==> src/rsd_cfg.svh <==
// timing counts and selector encodings for the reset start-up delay block
`ifndef RSD_CFG_SVH
`define RSD_CFG_SVH
// time-out selector codes
`define RSD_TO_SEL_ZERO 2'h0
`define RSD_TO_SEL_4K   2'h1
`define RSD_TO_SEL_8K   2'h2
// time-out counts in watchdog oscillator cycles
`define RSD_TO_CYC_4K   16'h1000
`define RSD_TO_CYC_8K   16'h2000
// start-up counts in system oscillator cycles
`define RSD_SU_CYC_EXT  16'h0006
`define RSD_SU_CYC_RC   16'h0006
`define RSD_SU_CYC_XTAL 16'h4000
`define RSD_SU_CYC_LFX  16'h8000
// clock type codes
`define RSD_CLK_EXT     2'h0
`define RSD_CLK_RC      2'h1
`define RSD_CLK_XTAL    2'h2
`define RSD_CLK_LFX     2'h3
`endif

==> src/rsd_pkg.sv <==
// types for the reset start-up delay block
package rsd_pkg;
   typedef enum logic [2:0] {
      RSD_HOLD, RSD_TIMEOUT, RSD_STARTUP, RSD_RUN, RSD_SLEEP
   } rsd_state_type;
endpackage : rsd_pkg

==> src/rsd_edge_cnt.sv <==
// edge counter for a slow clock sampled on the reference clock
`timescale 1ns/10ps
`default_nettype none
module rsd_edge_cnt (
   input  wire logic        clk,
   input  wire logic        rst,
   input  wire logic        pin,
   input  wire logic        clear,
   input  wire logic [15:0] target,
   output logic             done
);
   typedef struct packed {
      logic        s1;
      logic        s2;
      logic        s3;
      logic [15:0] cnt;
   } rsd_ec_type;
   rsd_ec_type q, d;

   // s1 is read only by s2; s3 gives the edge history
   always_comb begin
      d = q;
      d.s1 = pin;
      d.s2 = q.s1;
      d.s3 = q.s2;
      if (clear) begin
         d.cnt = 16'h0000;
      end else if (q.s2 && !q.s3 && q.cnt != target) begin
         d.cnt = q.cnt + 16'h0001;
      end
   end

   always_ff @(posedge clk or posedge rst) begin
      if (rst) begin
         q <= '0;
      end else begin
         q <= d;
      end
   end

   assign done = !clear && (q.cnt == target);
endmodule : rsd_edge_cnt
`default_nettype wire

==> src/rsd_top.sv <==
// reset start-up delay sequencer top level
// ---------------------------------------------------------------------
// ---------------------------------------------------------------------
`timescale 1ns/10ps
`default_nettype none
`include "rsd_cfg.svh"
module rsd_top (
   input  wire logic       REF_CLK,
   input  wire logic       RESET,
   input  wire logic       WDT_OSC,
   input  wire logic       SYS_OSC,
   input  wire logic [1:0] TIMEOUT_SEL,
   input  wire logic [1:0] CLK_TYPE,
   input  wire logic       BOD_ENABLE,
   input  wire logic       BOD_OK,
   input  wire logic       SLEEP_REQ,
   input  wire logic       WAKE,
   output logic            CORE_RESET,
   output logic            CLOCK_STABLE
);
   // ------------------------------------------------------------------
   // helpers
   // ------------------------------------------------------------------
   function automatic logic [15:0] to_count(input logic [1:0] sel);
      case (sel)
         `RSD_TO_SEL_4K: to_count = `RSD_TO_CYC_4K;
         `RSD_TO_SEL_8K: to_count = `RSD_TO_CYC_8K;
         default:        to_count = 16'h0000;
      endcase
   endfunction : to_count

   function automatic logic [15:0] su_count(input logic [1:0] ct);
      case (ct)
         `RSD_CLK_EXT:  su_count = `RSD_SU_CYC_EXT;
         `RSD_CLK_RC:   su_count = `RSD_SU_CYC_RC;
         `RSD_CLK_XTAL: su_count = `RSD_SU_CYC_XTAL;
         default:       su_count = `RSD_SU_CYC_LFX;
      endcase
   endfunction : su_count

   typedef struct packed {
      rsd_pkg::rsd_state_type st;
      logic [1:0]             bod_s;
      logic [1:0]             wake_s;
      logic [1:0]             slp_s;
      logic [1:0]             ben_s;
      logic [1:0]             sel_m;
      logic [1:0]             sel_s;
      logic [1:0]             typ_m;
      logic [1:0]             typ_s;
      logic                   core_rst;
      logic                   stable;
   } rsd_top_type;
   rsd_top_type q, d;

   logic to_done;
   logic su_done;
   logic to_clr;
   logic su_clr;

   // counters clear while their phase is not active
   assign to_clr = (q.st != rsd_pkg::RSD_TIMEOUT);
   assign su_clr = (q.st != rsd_pkg::RSD_STARTUP);

   // ------------------------------------------------------------------
   // counters
   // ------------------------------------------------------------------
   // pure cycle count of the watchdog clock, no supply input
   rsd_edge_cnt u_to (
      .clk    (REF_CLK),
      .rst    (RESET),
      .pin    (WDT_OSC),
      .clear  (to_clr),
      .target (to_count(q.sel_s)),
      .done   (to_done)
   );

   // synchronised edge count of oscillator cycles by clock type
   rsd_edge_cnt u_su (
      .clk    (REF_CLK),
      .rst    (RESET),
      .pin    (SYS_OSC),
      .clear  (su_clr),
      .target (su_count(q.typ_s)),
      .done   (su_done)
   );

   // ------------------------------------------------------------------
   // sequencer
   // ------------------------------------------------------------------
   // pins synchronised; only bit 1 of each pair is used by logic
   always_comb begin
      d = q;
      d.bod_s  = {q.bod_s[0], BOD_OK};
      d.wake_s = {q.wake_s[0], WAKE};
      d.slp_s  = {q.slp_s[0], SLEEP_REQ};
      // straps are pins too; hold waits until they have settled
      d.ben_s  = {q.ben_s[0], BOD_ENABLE};
      d.sel_m  = TIMEOUT_SEL;
      d.sel_s  = q.sel_m;
      d.typ_m  = CLK_TYPE;
      d.typ_s  = q.typ_m;
      case (q.st)
         // brown-out keeps reset until the supply is good
         rsd_pkg::RSD_HOLD: begin
            if (!q.ben_s[1] || q.bod_s[1]) begin
               d.st = rsd_pkg::RSD_TIMEOUT;
            end
         end
         // time-out first; zero setting finishes at once
         rsd_pkg::RSD_TIMEOUT: begin
            if (to_done) begin
               d.st = rsd_pkg::RSD_STARTUP;
            end
         end
         rsd_pkg::RSD_STARTUP: begin
            if (su_done) begin
               d.st = rsd_pkg::RSD_RUN;
            end
         end
         rsd_pkg::RSD_RUN: begin
            if (q.slp_s[1]) begin
               d.st = rsd_pkg::RSD_SLEEP;
            end
         end
         // wake skips the time-out phase
         rsd_pkg::RSD_SLEEP: begin
            if (q.wake_s[1]) begin
               d.st = rsd_pkg::RSD_STARTUP;
            end
         end
         default: d.st = rsd_pkg::RSD_HOLD;
      endcase
      d.core_rst = (d.st != rsd_pkg::RSD_RUN) &&
                   (d.st != rsd_pkg::RSD_SLEEP);
      d.stable   = (d.st == rsd_pkg::RSD_RUN);
   end

   always_ff @(posedge REF_CLK or posedge RESET) begin
      if (RESET) begin
         q.st       <= rsd_pkg::RSD_HOLD;
         q.bod_s    <= 2'h0;
         q.wake_s   <= 2'h0;
         q.slp_s    <= 2'h0;
         q.ben_s    <= 2'h3; // assume brown-out in use until seen
         q.sel_m    <= 2'h0;
         q.sel_s    <= 2'h0;
         q.typ_m    <= 2'h0;
         q.typ_s    <= 2'h0;
         q.core_rst <= 1'b1;
         q.stable   <= 1'b0;
      end else begin
         q <= d;
      end
   end

   // registered outputs
   assign CORE_RESET   = q.core_rst;
   assign CLOCK_STABLE = q.stable;

   // ------------------------------------------------------------------
   // checks
   // ------------------------------------------------------------------
   release_order_a: assert property (
      @(posedge REF_CLK) disable iff (RESET)
      $fell(q.core_rst) |-> $past(q.st) == rsd_pkg::RSD_STARTUP)
      else $error("reset released outside start-up phase");

   startup_done_a: assert property (
      @(posedge REF_CLK) disable iff (RESET)
      (q.st == rsd_pkg::RSD_STARTUP && su_done)
      |=> q.st == rsd_pkg::RSD_RUN ##1 !q.core_rst)
      else $error("start-up end did not release reset");

   timeout_hold_a: assert property (
      @(posedge REF_CLK) disable iff (RESET)
      (q.st == rsd_pkg::RSD_TIMEOUT && !to_done)
      |=> q.st == rsd_pkg::RSD_TIMEOUT && q.core_rst)
      else $error("time-out left before count reached");

   timeout_next_a: assert property (
      @(posedge REF_CLK) disable iff (RESET)
      (q.st == rsd_pkg::RSD_TIMEOUT && to_done)
      |=> q.st == rsd_pkg::RSD_STARTUP)
      else $error("time-out not followed by start-up");

   wake_skip_a: assert property (
      @(posedge REF_CLK) disable iff (RESET)
      (q.st == rsd_pkg::RSD_SLEEP && q.wake_s[1])
      |=> q.st == rsd_pkg::RSD_STARTUP)
      else $error("wake did not go straight to start-up");

   bod_hold_a: assert property (
      @(posedge REF_CLK) disable iff (RESET)
      (q.st == rsd_pkg::RSD_HOLD && q.ben_s[1] && !q.bod_s[1])
      |=> q.st == rsd_pkg::RSD_HOLD && q.core_rst)
      else $error("left hold without supply good");

   su_held_a: assert property (
      @(posedge REF_CLK) disable iff (RESET)
      (q.st == rsd_pkg::RSD_STARTUP && !su_done)
      |=> q.core_rst && q.st == rsd_pkg::RSD_STARTUP)
      else $error("reset dropped during start-up count");

   stable_match_a: assert property (
      @(posedge REF_CLK) disable iff (RESET)
      $rose(q.stable) |->
      $past(q.st) == rsd_pkg::RSD_STARTUP && $past(su_done))
      else $error("stable flag rose before start-up count ended");

   run_reach_c: cover property (
      @(posedge REF_CLK) disable iff (RESET) $fell(q.core_rst));
   sleep_wake_c: cover property (
      @(posedge REF_CLK) disable iff (RESET)
      q.st == rsd_pkg::RSD_SLEEP ##1 q.st == rsd_pkg::RSD_STARTUP);
   zero_to_c: cover property (
      @(posedge REF_CLK) disable iff (RESET)
      q.st == rsd_pkg::RSD_TIMEOUT && q.sel_s == `RSD_TO_SEL_ZERO);
   bod_wait_c: cover property (
      @(posedge REF_CLK) disable iff (RESET)
      q.st == rsd_pkg::RSD_HOLD ##1 q.st == rsd_pkg::RSD_TIMEOUT);
endmodule : rsd_top
`default_nettype wire

==> config.mk <==
export PLATFORM = sky130hd
export DESIGN_NAME = rsd_top
export DESIGN_NICKNAME = d
export VERILOG_FILES = /design/src/rsd_pkg.sv /design/src/rsd_edge_cnt.sv /design/src/rsd_top.sv
export VERILOG_INCLUDE_DIRS = /design/src
export SDC_FILE = /design/constraint.sdc
export NUM_CORES = 1
export LEC_CHECK = 0
export BUFFER_PORTS_ARGS = -buffer_cell sky130_fd_sc_hd__buf_2
export CORE_ASPECT_RATIO = 1.1
export CORE_MARGIN = 1.5
export CORE_UTILIZATION = 50
export DETAILED_ROUTE_END_ITERATION = 12
export PLACE_DENSITY_LB_ADDON = 0.12
export SYNTH_ARGS = -nofsm -noshare
export SYNTH_HDL_FRONTEND = slang
export SYNTH_SLANG_ARGS = --single-unit
export TNS_END_PERCENT = 50
==> constraint.sdc <==
create_clock -name REF_CLK -period 4.4 [get_ports REF_CLK]
set_input_delay 0.44 -clock REF_CLK [delete_from_list [all_inputs] [get_ports REF_CLK]]
set_output_delay 0.44 -clock REF_CLK [all_outputs]
set_load 0.02 [all_outputs]
==> metrics.yaml <==
yosys:
  synth_area_sq_um: 2770
  yosysMostFrequentCell: "dfrtp_1"
  synth_seq_area_share: 0.534
  syn_inst: 261
  synthFlopType: "dfrtp_1"
  ys_warn_count: 0
  synth_area_leaders: "dfrtp_1 51%, nand2_1 3.0%, dfstp_2 2.8%"
  ys_seq_elements: 59
  synth_cell_types: 46
  synth_common_cells: "56 x dfrtp_1, 22 x nand2_1, 15 x nor2_1, 15 x o21ai_0, 14 x a21oi_1"
  synth_edf_count: 0
  yosys.area.top_type: "dfrtp_1"
  async_flop_share: 1.00
  syn-num-nets: 276
  netlist.area_leader.share: 0.505
  syn_area_per_cell_sq_um: 10.6
worst_setup_path:
  worstSetupEndpointType: "register"
  crit_required_ps: 4650
  r2r_end: "u_su.q[15]"
  cp_max_fo: 18
  cp_num_buf_inv: 0
  crit_path_max_incr_delay_ps: 630
  reg2reg_from: "q[20]"
  crit_chain: "or3b_1 -> o211ai_4 -> or4_1 -> a21oi_1"
  rr_worst_depth: 4
  timing.reg2reg.setup_slack_ps: 2300
  start_kind: "register"
  crit_family: "simple AND/OR/NAND/NOR gates"
  worst-endpoint-arrival_ps: 2360
  cp_slowest_cell: "or3b_1"
  crit_type: "reg2reg"
power_and_ir_drop:
  leakage_nw: 1.26
  power.density_nw_per_um2: 474
  ir_drop_mv: 0.232
timing:
  post-route-period-util: 0.478
  slew_headroom: 0.386
  finalMaxSlewViolations: 0
  setup-violations-final: 0
  period_needed_ps: 2100
  final.setup.tns_ps: 0
  finalClockSkew_ps: 11.7
  finalHoldViolCount: 0
  rsz0062_at_grt: "false"
  clock.fmax_mhz: 475
  tightest_slew_ps: 919
global_routing:
  track_usage: 0.191
  antenna_found_initial: 0
  grt_max_degree: 60
  gr-usage-met2: 0.278
  grtUsageMet3: 0.0633
  met1_usage: 0.252
  grt-busiest-layer: "met2"
  grt_overflow: 0
  grt_first_pass_wirelength_mm: 8.51
  grt_pass1_vias: 1914
floorplan:
  coreArea_sq_um: 5360
  initial_core_util: 0.517
  dieWidth_um: 74
  dieArea_sq_um: 6000
  rows: 28
  num_io_pins: 14
  die_height_um: 81.1
cells_and_area:
  syn2layout_area_growth_pct: 14.1
  antennaDiodeCount: 0
  fin_nets: 292
  drive_above_1_share: 0.149
  final_cell_count_no_fill: 357
clock_tree:
  cts_tree: "done"
  cts.sink_count: 59
  root_buffer: "clkbuf_8"
  htreeDepth: 3
  worst_skew_pair.late_latency_ps: 340
  cts_resized: 0
  clock_path_buffers: 2
  clk_transition_reported_paths_ps: 70
  cts_hold_buf: 0
  cts_buffers: 9
  cts_setup_buffers: 0
worst_hold_path:
  min_delay_path_depth: 1
  hp-class: "in2reg"
  worstHoldEndpoint: "d[11]"
  worstHoldStart: "BOD_ENABLE"
route:
  viasPerCell: 5.80
  via_count: 2072
  wl_mm: 5.18
  drtIter0Drc: 202
  ant_nets: 0
  wl_per_cell_um: 14.5
  post-route-drc-count: 0
  dr.pass1.iters: 4
flow_run:
  drv_cap: 0
placement:
  place.gp.congestion: 0.822
  place_hpwl_mm: 3.32
  dp.cells: 341
  port_buffers: 13
status:
  status: "completed"
## worst reg2reg max path: cells and delay by family, from the launching register on
family	cells	cell delay, ps
and+or+nand+nor	2	1130
AOI/OAI and AO/OA	2	370
DFF	1	530
## registers in the layout, indices dropped and copies added (netlist names)
signal and count:
CLOCK_STABLE 1, u_to.d 2, u_su.q 17, CORE_RESET 1, d 8, u_to.q 17, q 11, u_su.d 2
## layout make-up
class,count,area (sq um)
Inverter,9,33.8
Clock buffer,10,138
Multi-Input combinational cell,183,1200
Timing Repair Buffer,15,80.1
Fill cell,460,2200
Clock inverter,6,136
Sequential cell,59,1480
Tap cell,75,93.8
## routing by layer
layer | routed length (um) | share of wire
met1 | 2430 | 0.47
met2 | 2390 | 0.46
met5 | 0 | 0
met4 | 153 | 0.030
met3 | 212 | 0.041
## power breakdown
part           internal [mW]  switching [mW]  total, mW
combinational         0.0760           0.147      0.223
clock                  0.450           0.218      0.668
sequential             0.576          0.0348      0.610
## kinds of logic after synthesis
group / Yosys count / synth area share
compound gates: 50 / 0.126
xor+xnor: 12 / 0.0379
fa+ha+maj: 3 / 0.0135
buf+inv: 19 / 0.0325
flops: 59 / 0.534
mux: 5 / 0.0181
simple gates: 113 / 0.238
## placed cells by master (no fill, tap or decap), types with 5 or more instances in the layout
| cell type | n |
|---|---|
| o21ai_0 | 15 |
| clkbuf_8 | 10 |
| inv_1 | 8 |
| nor2_1 | 15 |
| a21oi_1 | 14 |
| xnor2_1 | 6 |
| or3_1 | 11 |
| nand3_1 | 12 |
| nor4_1 | 11 |
| dfrtp_1 | 56 |
| buf_2 | 13 |
| nand2_1 | 22 |
| mux2i_1 | 5 |
| nand4_1 | 5 |
| xor2_1 | 6 |
| and4_1 | 6 |
## metrics by stage
stage | total power, mW | util | instance area [sq um] | setup slack, ps | hold slack (ps)
final | 1.50 | 0.590 | 3160 | 2300 | 195
after global routing | 1.57 | 0.590 | 3160 | 2130 | 173
after CTS | 1.52 | 0.590 | 3160 | 2290 | 180
after detailed placement | 0.840 | 0.539 | 2890 | 2320 | 335
after global placement | 0.836 | 0.539 | 2890 | 2360 | 333
after floorplan | 0.795 | - | 2770 | 2510 | 331
## how the worst max path moves through the flow
stage / cells past startpoint / endpoint / from / slack, ps
finish: 4 / u_su.q[15] / q[20] / 2300
global placement: 4 / u_su.q[15] / q[20] / 2360
global route: 4 / u_su.q[15] / q[20] / 2130
floorplan: 1 / CLOCK_STABLE / RESET / 2510
detailed placement: 4 / u_su.q[15] / q[20] / 2320
CTS: 4 / u_su.q[15] / q[20] / 2290
(Power assumes the default switching activity.)
